## src/lvs_regs.vh

```
`ifndef LVS_REGS_VH
`define LVS_REGS_VH
// ----------------------------------------
// Port addresses
// ----------------------------------------
`define LVS_PORT_STATUS_MONO   16'h03ba
`define LVS_PORT_STATUS_COLOUR 16'h03da
`define LVS_PORT_MISC_WR       16'h03c2
`define LVS_PORT_MISC_RD       16'h03cc
`define LVS_PORT_SEQ_INDEX     16'h03c4
`define LVS_PORT_SEQ_DATA      16'h03c5
`define LVS_PORT_FEAT_RD       16'h03ca
// ----------------------------------------
// Reset values
// ----------------------------------------
`define LVS_MISC_RESET         8'h00
`define LVS_SEQ_INDEX_RESET    3'h0
`define LVS_SEQ_RESET_RESET    1'b0
`define LVS_FEAT_RESET         1'b0
// ----------------------------------------
// Field positions
// ----------------------------------------
`define LVS_MISC_VSYNC_POL     7
`define LVS_MISC_HSYNC_POL     6
`define LVS_MISC_PAGE_SEL      5
`define LVS_MISC_CLK_HI        3
`define LVS_MISC_CLK_LO        2
`define LVS_MISC_APERTURE_EN   1
`define LVS_MISC_IO_SEL        0
`define LVS_MISC_WR_MASK       8'hef
`define LVS_FEAT_VSYNC_CTRL    3
`define LVS_SEQ_RESET_BIT      1
`define LVS_SEQ_IDX_RESET_REG  3'h0
`define LVS_STATUS_RETRACE     3
`define LVS_STATUS_DISP_EN     0
// ----------------------------------------
// Dot clock selections
// ----------------------------------------
`define LVS_CLK_NARROW         2'h0
`define LVS_CLK_WIDE           2'h1
`define LVS_CLK_UNUSED         2'h2
`define LVS_CLK_RESERVED       2'h3
`endif

```

## src/lvs_feedback_mux.v

```verilog
`include "lvs_regs.vh"
// Picks two of eight palette colour bits for status feedback
module lvs_feedback_mux (
    input  wire [7:0] palette_bits,
    input  wire [1:0] plane_sel,
    output reg  [1:0] feedback
);
    // Pair chosen by colour plane enable bits 5:4
    always @* begin
        case (plane_sel)
            2'h0:    feedback = {palette_bits[4], palette_bits[0]};
            2'h1:    feedback = {palette_bits[5], palette_bits[1]};
            2'h2:    feedback = {palette_bits[3], palette_bits[2]};
            2'h3:    feedback = {palette_bits[7], palette_bits[6]};
            default: feedback = 2'h0;
        endcase
    end
endmodule

```

## src/lvs_port_decode.v

```verilog
`include "lvs_regs.vh"
// Decodes the I/O port address into register selects
module lvs_port_decode (
    input  wire [15:0] io_addr,
    output wire        hit_status,
    output wire        hit_misc_wr,
    output wire        hit_misc_rd,
    output wire        hit_seq_index,
    output wire        hit_seq_data,
    output wire        hit_feat_rd
);
    // Both mono and colour ranges always claimed
    assign hit_status    = (io_addr == `LVS_PORT_STATUS_MONO) ||
                           (io_addr == `LVS_PORT_STATUS_COLOUR);
    assign hit_misc_wr   = (io_addr == `LVS_PORT_MISC_WR);
    assign hit_misc_rd   = (io_addr == `LVS_PORT_MISC_RD);
    assign hit_seq_index = (io_addr == `LVS_PORT_SEQ_INDEX);
    assign hit_seq_data  = (io_addr == `LVS_PORT_SEQ_DATA);
    assign hit_feat_rd   = (io_addr == `LVS_PORT_FEAT_RD);
endmodule

```

## src/lvs_status_ctrl.v

```verilog
`include "lvs_regs.vh"
// Behaviour
// - Status bit 3 shows vertical retrace
// - Retrace status live from assigned pipe
// - Status bit 0 high during any blanking
// - Display enable live from assigned pipe
// - No interrupts from legacy bits
// - Status bits 5:4 from selected palette bits
// - Status bits 7, 6, 2:1 read zero
// - Feature write 3BA/3DA, read 3CA
// - Feature bit 3 stored, no effect
// - Feature bits 0,1 and reserved read zero
// - Misc output write 3C2, read 3CC
// - Misc bits 7:6 give sync polarity in native mode
// - Misc bit 5 picks odd/even page when odd_even_map set
// - Misc bits 3:2 pick dot clock in native mode, else narrow
// - Misc bit 1 gates legacy aperture
// - Misc bit 0 drives colour_emulation, not the range decode
// - Both port ranges always decoded
// - Index bits 2:0, data port 3C5
// - Sequencer index 0 holds reset bit 1, drives seq_reset_compat
// - Status read at 3BA or 3DA
module lvs_status_ctrl (
    input  wire        sys_clk,
    input  wire        rst_n,
    input  wire [15:0] io_addr,
    input  wire [15:0] io_wdata,
    input  wire [1:0]  io_byte_en,
    input  wire        io_wr,
    input  wire        io_rd,
    input  wire        pipe_vretrace,
    input  wire        pipe_hblank,
    input  wire        pipe_vblank,
    input  wire [7:0]  palette_bits,
    input  wire [7:0]  color_plane_enable_reg,
    input  wire        legacy_native_mode,
    input  wire        odd_even_map,
    output reg  [15:0] io_rdata,
    output reg         io_rd_valid,
    output reg         vsync_neg,
    output reg         hsync_neg,
    output reg         cpu_page_lower,
    output reg  [1:0]  dot_clock_sel,
    output reg         aperture_en,
    output reg         colour_emulation,
    output reg         seq_reset_compat,
    output reg  [2:0]  seq_index
);
    // ----------------------------------------
    // Declarations
    // ----------------------------------------
    reg  [7:0]  misc_output_ctrl;
    reg  [2:0]  sequencer_index_sel;
    reg         sequencer_reset_legacy;
    reg         feature_ctrl;
    reg  [7:0]  retrace_input_status;
    wire [1:0]  feedback;
    wire        hit_status;
    wire        hit_misc_wr;
    wire        hit_misc_rd;
    wire        hit_seq_index;
    wire        hit_seq_data;
    wire        hit_feat_rd;
    wire        hit_status_hi;
    wire        hit_misc_rd_hi;
    wire        hit_seq_data_hi;
    wire [15:0] addr_hi;
    reg  [7:0]  lo_byte;
    reg  [7:0]  hi_byte;
    reg  [7:0]  next_misc;
    reg  [2:0]  next_index;
    reg         next_seq_reset;
    reg         next_feature;

    assign addr_hi = io_addr + 16'h0001;

    // ----------------------------------------
    // Port decode, low byte and high byte lanes
    // ----------------------------------------
    lvs_port_decode u_dec_lo (
        .io_addr       (io_addr),
        .hit_status    (hit_status),
        .hit_misc_wr   (hit_misc_wr),
        .hit_misc_rd   (hit_misc_rd),
        .hit_seq_index (hit_seq_index),
        .hit_seq_data  (hit_seq_data),
        .hit_feat_rd   (hit_feat_rd)
    );

    lvs_port_decode u_dec_hi (
        .io_addr       (addr_hi),
        .hit_status    (hit_status_hi),
        .hit_misc_wr   (),
        .hit_misc_rd   (hit_misc_rd_hi),
        .hit_seq_index (),
        .hit_seq_data  (hit_seq_data_hi),
        .hit_feat_rd   ()
    );

    // Palette colour feedback selection
    lvs_feedback_mux u_fb (
        .palette_bits (palette_bits),
        .plane_sel    (color_plane_enable_reg[5:4]),
        .feedback     (feedback)
    );

    // ----------------------------------------
    // Live status; no interrupt path exists
    // ----------------------------------------
    always @* begin
        retrace_input_status = 8'h00;
        retrace_input_status[`LVS_STATUS_RETRACE] = pipe_vretrace;
        retrace_input_status[5:4] = feedback;
        retrace_input_status[`LVS_STATUS_DISP_EN] = pipe_hblank | pipe_vblank;
    end

    // ----------------------------------------
    // Write decode
    // ----------------------------------------
    always @* begin
        next_misc      = misc_output_ctrl;
        next_index     = sequencer_index_sel;
        next_seq_reset = sequencer_reset_legacy;
        next_feature   = feature_ctrl;
        if (io_wr && io_byte_en[0]) begin
            if (hit_misc_wr)
                next_misc = io_wdata[7:0] & `LVS_MISC_WR_MASK;
            if (hit_seq_index)
                next_index = io_wdata[2:0];
            if (hit_seq_data && sequencer_index_sel == `LVS_SEQ_IDX_RESET_REG)
                next_seq_reset = io_wdata[`LVS_SEQ_RESET_BIT];
            if (hit_status)
                next_feature = io_wdata[`LVS_FEAT_VSYNC_CTRL];
        end
        // Word write to index port carries data in high lane
        if (io_wr && io_byte_en[1] && hit_seq_index &&
            ((io_byte_en[0] ? io_wdata[2:0] : sequencer_index_sel) ==
             `LVS_SEQ_IDX_RESET_REG))
            next_seq_reset = io_wdata[8 + `LVS_SEQ_RESET_BIT];
    end

    // ----------------------------------------
    // Register state
    // ----------------------------------------
    always @(posedge sys_clk) begin
        if (!rst_n) begin
            misc_output_ctrl       <= `LVS_MISC_RESET;
            sequencer_index_sel    <= `LVS_SEQ_INDEX_RESET;
            sequencer_reset_legacy <= `LVS_SEQ_RESET_RESET;
            feature_ctrl           <= `LVS_FEAT_RESET;
        end else begin
            misc_output_ctrl       <= next_misc;
            sequencer_index_sel    <= next_index;
            sequencer_reset_legacy <= next_seq_reset;
            feature_ctrl           <= next_feature;
        end
    end

    // ----------------------------------------
    // Read byte selection
    // ----------------------------------------
    always @* begin
        lo_byte = 8'h00;
        hi_byte = 8'h00;
        if (hit_status)
            lo_byte = retrace_input_status;
        else if (hit_misc_rd)
            lo_byte = misc_output_ctrl;
        else if (hit_feat_rd)
            lo_byte = {4'h0, feature_ctrl, 3'h0};
        else if (hit_seq_index)
            lo_byte = {5'h00, sequencer_index_sel};
        else if (hit_seq_data && sequencer_index_sel == `LVS_SEQ_IDX_RESET_REG)
            lo_byte = {6'h00, sequencer_reset_legacy, 1'b0};
        if (hit_seq_data_hi && sequencer_index_sel == `LVS_SEQ_IDX_RESET_REG)
            hi_byte = {6'h00, sequencer_reset_legacy, 1'b0};
        else if (hit_status_hi)
            hi_byte = retrace_input_status;
        else if (hit_misc_rd_hi)
            hi_byte = misc_output_ctrl;
    end

    // ----------------------------------------
    // Registered read answer
    // ----------------------------------------
    always @(posedge sys_clk) begin
        if (!rst_n) begin
            io_rdata    <= 16'h0000;
            io_rd_valid <= 1'b0;
        end else begin
            io_rd_valid <= io_rd;
            if (io_rd)
                io_rdata <= {io_byte_en[1] ? hi_byte : 8'h00,
                             io_byte_en[0] ? lo_byte : 8'h00};
        end
    end

    // ----------------------------------------
    // Control outputs registered from next field values, on the same edge as the store
    // ----------------------------------------
    always @(posedge sys_clk) begin
        if (!rst_n) begin
            vsync_neg        <= 1'b0;
            hsync_neg        <= 1'b0;
            cpu_page_lower   <= 1'b0;
            dot_clock_sel    <= `LVS_CLK_NARROW;
            aperture_en      <= 1'b0;
            colour_emulation <= 1'b0;
            seq_reset_compat <= 1'b0;
            seq_index        <= 3'h0;
        end else begin
            vsync_neg        <= legacy_native_mode & next_misc[`LVS_MISC_VSYNC_POL];
            hsync_neg        <= legacy_native_mode & next_misc[`LVS_MISC_HSYNC_POL];
            cpu_page_lower   <= odd_even_map & next_misc[`LVS_MISC_PAGE_SEL];
            dot_clock_sel    <= legacy_native_mode ?
                                next_misc[`LVS_MISC_CLK_HI:`LVS_MISC_CLK_LO] :
                                `LVS_CLK_NARROW;
            aperture_en      <= next_misc[`LVS_MISC_APERTURE_EN];
            colour_emulation <= next_misc[`LVS_MISC_IO_SEL];
            seq_reset_compat <= next_seq_reset;
            seq_index        <= next_index;
        end
    end
endmodule

```

## config.mk

```make
export PLATFORM = sky130hd
export DESIGN_NAME = lvs_status_ctrl
export DESIGN_NICKNAME = d
export VERILOG_FILES = /design/src/lvs_feedback_mux.v /design/src/lvs_port_decode.v /design/src/lvs_status_ctrl.v
export VERILOG_INCLUDE_DIRS = /design/src
export SDC_FILE = /design/constraint.sdc
export NUM_CORES = 1
export LEC_CHECK = 0
export BUFFER_PORTS_ARGS = -buffer_cell sky130_fd_sc_hd__buf_4
export CORE_UTILIZATION = 48
export DETAILED_ROUTE_END_ITERATION = 10
export PLACE_DENSITY = 0.9
export SYNTH_ARGS = -nofsm -noshare
export SYNTH_HDL_FRONTEND = slang
export SYNTH_SLANG_ARGS = --single-unit
```

## constraint.sdc

```tcl
create_clock -name sys_clk -period 4.2 [get_ports sys_clk]
set_clock_uncertainty 0.05 [all_clocks]
set_input_delay 0.63 -clock sys_clk [delete_from_list [all_inputs] [get_ports sys_clk]]
set_output_delay 0.63 -clock sys_clk [all_outputs]
set_load 0.03 [all_outputs]
```

==> results.py, run 1 <==
metrics = {
    "critical_path": {
        "reg2reg_slack_ns": 2.50,
        "start_kind": "input port",
        "crit_type": "input port to flip-flop",
        "r2r_start": "seq_index[0]",
        "slowest_delay_ns": 0.71,
        "crit_chain": "buf_4, or3b_1, nand4bb_1, nor4_4, mux2i_1, nor2_1",
        "endpoint_kind": "flip-flop",
        "cp_slowest_cell": "nor4_4",
        "crit_fanout": 10,
        "crit_arrival_ns": 2.85,
        "reg2reg_depth": 5,
        "regToRegEndpoint": "seq_reset_compat",
        "cp.required_ns": 4.39,
    },
    "logic_synthesis": {
        "yosysTopAreaCellShare_pct": 41.0,
        "syn_nets": 234,
        "yosysWarnings": 0,
        "seq_area_frac_synth_pct": 41.0,
        "yosys.area.top_type": "dfxtp_1",
        "avgSynthCellArea_um2": 9.49,
        "syn-cell-area_mm2": 0.00166,
        "netlist_instances": 175,
        "yosysUniqueCellTypes": 38,
        "async_flop_share_pct": 0,
        "synthTopCellsByArea": "dfxtp_1, mux2i_1, nor2b_1",
        "ys.flop_type": "dfxtp_1",
        "post-synth-top-count-cell": "dfxtp_1",
        "synth-edff-count": 0,
        "ys_ff_latch": 34,
        "synth_common_cells": "dfxtp_1, nor2b_1, nand2_1",
    },
    "clock_tree": {
        "post_cts_resized": 0,
        "clk_latency_ns": 0.34,
        "hold_buffers": 0,
        "numCtsBuffers": 5,
        "root_buffer": "clkbuf_4",
        "postCtsSetupBuffers": 0,
        "clkSlewWorstSetupHoldPaths_ns": 0.11,
        "cts_tree": "built",
        "cts_buffer_depth": 2,
        "ctsHtreeMaxLevel": 2,
        "clock_sink_count": 34,
    },
    "drt": {
        "drt_iter0_markers": 50,
        "wl_met3_um": 329,
        "viasPerCell": 5.44,
        "dr.pass1.iters": 4,
        "drc_errors": 0,
        "vias": 1595,
        "totalWireLength_um": 4130,
        "wl_met1_um": 1790,
        "top_layer": "met4",
        "antenna_left": 0,
        "wl_met2_um": 1960,
        "wire_per_inst_um": 14.1,
    },
    "pwr": {
        "p_per_area_mw_per_mm2": 276,
        "p_leak_nw": 0.879,
        "ir_drop_mv": 0.303,
    },
    "floorplanning": {
        "dieArea_mm2": 0.00370,
        "die_x_um": 60.8,
        "core_area_mm2": 0.00318,
        "ioPinCount": 87,
        "initial_core_util_pct": 52.3,
        "num_rows": 20,
        "die_h_um": 60.8,
    },
    "placed_design": {
        "place_area_mm2": 0.00223,
        "dp_hpwl_um": 3250,
        "gp_congestion": 0.954,
        "port_buffers": 72,
    },
    "final_layout": {
        "nets": 307,
        "drive_gt1_share_pct": 35.3,
        "antenna_cells": 0,
        "syn_to_final_growth_pct": 39.0,
        "finish.instance_area_mm2": 0.00231,
    },
    "sta": {
        "max_freq_ghz": 0.376,
        "post-route-min-period_ns": 2.66,
        "tightest_slew_ns": 0.781,
        "hold_viol": 0,
        "tns_ns": 0,
        "rsz0062_at_grt": "false",
        "finalSetupViolCount": 0,
        "relSlewSlack_pct": 47.2,
        "finalMaxSlewViolations": 0,
        "hold_ws_ns": 0.417,
        "period_share_pct": 63.4,
    },
    "hold_path": {
        "min_path_cells": 2,
        "worstHoldStart": "io_rdata[3]",
        "min_path_type": "flip-flop to flip-flop",
        "min_delay_worst_endpoint": "io_rdata[3]",
    },
    "global_route": {
        "grt_max_degree": 23,
        "gr-usage-all-layers_pct": 24.1,
        "antenna_found_initial": 0,
        "grt_pass1_wl_um": 6510,
        "grt_pass1_vias": 1471,
        "grt_overflow": 0,
    },
    "run_status": {
        "status": "complete, no violations",
    },
    "job": {
        "maxCapViolations": 0,
    },
}
==> stage by stage <==
stage / instances / power [mW] / utilization [%] / setup WS [ns]
finish: 293 / 0.637 / 72.7 / 1.54
global route: 293 / 0.663 / 72.7 / 1.39
CTS: 293 / 0.639 / 72.7 / 1.51
detailed placement: 285 / 0.404 / 70.1 / 1.14
global placement: 285 / 0.403 / 70.1 / 1.21
floorplan: 175 / 0.360 / - / 1.88
==> cells in the final DEF (no fill, tap or decap), types with 5 or more instances in the layout <==
| master | instances |
|---|---|
| nand3_1 | 5 |
| a21oi_1 | 7 |
| nor3_1 | 6 |
| o21ai_1 | 6 |
| buf_4 | 72 |
| nand2_1 | 16 |
| mux2i_1 | 14 |
| nor2b_1 | 19 |
| clkbuf_4 | 5 |
| dfxtp_1 | 34 |
| nor2_1 | 8 |
| a22o_1 | 6 |
==> logic make-up (layout without fill, tap and decap cells) <==
group | after synthesis | in the layout | synth area share (%)
AO/OA/AOI/OAI | 30 | 30 | 12.7
XOR/XNOR | 3 | 3 | 1.58
buffers and inverters | 8 | 82 | 2.26
flip-flops | 34 | 34 | 41.0
multiplexers | 16 | 16 | 11.1
AND/OR/NAND/NOR | 84 | 84 | 31.3
==> per-layer routing <==
layer / vias up / global-route usage, %
li1: 792 / -
met1: 731 / 29.8
met2: 65 / 40.0
met3: 7 / 7.89
met4: 0 / 7.14
met5: - / 0
==> worst max-delay path: cells and delay by family <==
| kind | cells | cell delay, ns |
|---|---|---|
| buf+inv | 1 | 0.12 |
| mux | 1 | 0.34 |
| simple gates | 4 | 1.74 |
==> how the worst max path moves through the flow <==
stage / from / end / slack [ns] / depth (start not counted)
2_1_floorplan: io_addr[5] / cpu_page_lower / 1.88 / 6
3_3_place_gp: io_addr[5] / dot_clock_sel[1] / 1.21 / 6
3_5_place_dp: io_addr[5] / dot_clock_sel[1] / 1.14 / 6
4_1_cts: io_addr[5] / dot_clock_sel[1] / 1.51 / 6
5_1_grt: io_addr[5] / dot_clock_sel[1] / 1.39 / 6
6_report: io_addr[5] / dot_clock_sel[1] / 1.54 / 6
==> layout make-up <==
type | count | area, um^2
clock buffer | 5 | 37.5
clock inverter | 3 | 45.0
fill | 243 | 868
inverter | 2 | 7.51
multi-input combinational | 133 | 943
sequential | 34 | 681
tap | 44 | 55.1
timing repair buffer | 72 | 541
==> power breakdown <==
group          internal (mW)  switching [mW]  leakage, nW  total (mW)
Combinational         0.0405          0.0342        0.567      0.0747
Sequential             0.323        0.000107        0.274       0.323
Clock                  0.125           0.115       0.0374       0.240
Total                  0.488           0.149        0.879       0.637
==> registers in the layout (all words and copies together), names as in the netlist <==
name / flops
cpu_page_lower: 1
dot_clock_sel: 2
feature_ctrl: 1
hsync_neg: 1
io_rd_valid: 1
io_rdata: 16
misc_output_ctrl: 7
seq_index: 3
seq_reset_compat: 1
vsync_neg: 1
Note: power is estimated with default switching activity, not from simulation.
==> run 2, diff against run 1 <==
- CORE_UTILIZATION: 48 -> 40
- PLACE_DENSITY: 0.9 -> 0.81
- clock period: 4.2 -> 2.29 ns (I/O delays scaled with it)
==> run 2 against run 1 <==
  * Hold slack got worse by 0.20 ns
  * Die area is 19% higher
  * Wire length grew 5.9%
  * Clock-buffer cell count grew 1
  * Highest routed layer unchanged
  * Sequential share of layout area down 1.4 points
==> results.py, run 2 (synthesized netlist as in run 1, its figures left out) <==
metrics = {
    "critical_path": {
        "endpoint_kind": "flip-flop",
        "crit_type": "input port to flip-flop",
        "cp.required_ns": 2.42,
        "start_kind": "input port",
        "crit_start": "io_addr[5]",
        "crit_arrival_ns": 2.07,
        "crit_fanout": 8,
        "r2r_start": "seq_index[0]",
    },
    "sta": {
        "relSlewSlack_pct": 67.2,
        "hold_viol": 0,
        "tns_ns": 0,
        "hold_ws_ns": 0.217,
        "post-route-min-period_ns": 1.94,
        "period_share_pct": 84.9,
        "tightest_slew_ns": 0.489,
        "finalSetupViolCount": 0,
        "finalMaxSlewViolations": 0,
        "timing.final.ws_setup_ns": 0.346,
        "rsz0062_at_grt": "false",
        "max_freq_ghz": 0.514,
    },
    "final_layout": {
        "layout_common_cells": "buf_4, dfxtp_1, nor2b_1, nand2_1, mux2i_1",
        "antenna_cells": 0,
        "largest_register_ff_count": 16,
        "nets": 313,
        "layout_commonest_cell": "buf_4",
        "syn_to_final_growth_pct": 45.8,
        "drive_gt1_share_pct": 36.9,
        "top_regs": "io_rdata: 16 flops, misc_output_ctrl: 7 flops, seq_index: 3 flops",
        "largest_register": "io_rdata",
    },
    "pwr": {
        "p_leak_nw": 0.944,
        "ir_drop_mv": 0.369,
        "p_per_area_mw_per_mm2": 582,
    },
    "floorplanning": {
        "num_rows": 23,
        "die_h_um": 66.5,
        "dieArea_mm2": 0.00442,
        "core_area_mm2": 0.00400,
        "initial_core_util_pct": 41.5,
        "ioPinCount": 87,
        "die_x_um": 66.5,
    },
    "placed_design": {
        "port_buffers": 72,
        "dp_hpwl_um": 3390,
        "post-place-ws_ns": 0.0492,
        "gp_congestion": 0.879,
    },
    "drt": {
        "totalWireLength_um": 4370,
        "drt_iter0_markers": 82,
        "antenna_left": 0,
        "dr.pass1.iters": 4,
        "vias": 1622,
        "viasPerCell": 5.32,
        "drc_errors": 0,
        "wire_per_inst_um": 14.3,
    },
    "global_route": {
        "grt_pass1_vias": 1510,
        "grt.met2_usage_pct": 33.3,
        "grt_overflow": 0,
        "met1_usage_pct": 26.7,
        "grt_pass1_wl_um": 6870,
        "top_usage_layer": "met2",
        "grt_max_degree": 23,
        "antenna_found_initial": 0,
        "gr-usage-all-layers_pct": 20.5,
        "grt_use_met3_pct": 4.45,
    },
    "run_status": {
        "status": "complete, no violations",
    },
    "clock_tree": {
        "numCtsBuffers": 5,
        "cts_buffer_depth": 2,
        "hold_buffers": 0,
        "ctsHtreeMaxLevel": 2,
        "clk_latency_ns": 0.28,
        "clkSlewWorstSetupHoldPaths_ns": 0.07,
        "cts_tree": "built",
        "clock_sink_count": 34,
        "post_cts_resized": 0,
        "root_buffer": "clkbuf_8",
        "postCtsSetupBuffers": 0,
    },
    "hold_path": {
        "min_path_type": "input port to flip-flop",
        "worstHoldStart": "odd_even_map",
    },
    "job": {
        "maxCapViolations": 0,
    },
}
==> run 2: cell type report <==
cell class	instances	area [um^2]
inverters	2	7.51
fillers	365	1580
well taps	50	62.6
clock inverters	2	60.1
repair buffers	78	586
clock buffers	6	82.6
multi-input cells	133	943
flip-flops and latches	34	681
==> run 2: worst paths after layout <==
kind                 endpoint  slack [ns]  cells past startpoint
max              seq_index[0]        0.35                      7
min            cpu_page_lower        0.22                      3
max reg2reg  seq_reset_compat        0.60                      5
min reg2reg       io_rdata[3]        0.41                      2
==> run 2: power by group <==
part,internal [mW],leakage [nW],total [mW],switching [mW]
clock,0.464,0.0714,0.677,0.213
combinational,0.0757,0.599,0.140,0.0643
sequential,0.592,0.274,0.592,0.000346
==> run 2: metal layers <==
| layer | vias to the layer above | wire length [um] |
|---|---|---|
| li1 | 801 | - |
| met3 | 8 | 267 |
| met2 | 60 | 2050 |
| met4 | 0 | 62 |
| met1 | 753 | 2000 |
| met5 | - | 0 |
==> run 2: stage by stage <==
step / area (um^2) / power, mW / utilization, % / cells
finish: 2420 / 1.41 / 60.6 / 305
global route: 2420 / 1.45 / 60.6 / 305
CTS: 2420 / 1.42 / 60.6 / 305
detailed placement: 2280 / 0.745 / 57.0 / 297
global placement: 2280 / 0.743 / 57.0 / 297
floorplan: 1660 / 0.660 / - / 175
==> run 2: worst max-delay path: stages <==
cell       delay (ns)
buf_4            0.12
or3b_1           0.41
nand4bb_1        0.29
buf_4            0.24
nor4_4           0.38
mux2i_1          0.23
nor2b_1          0.06
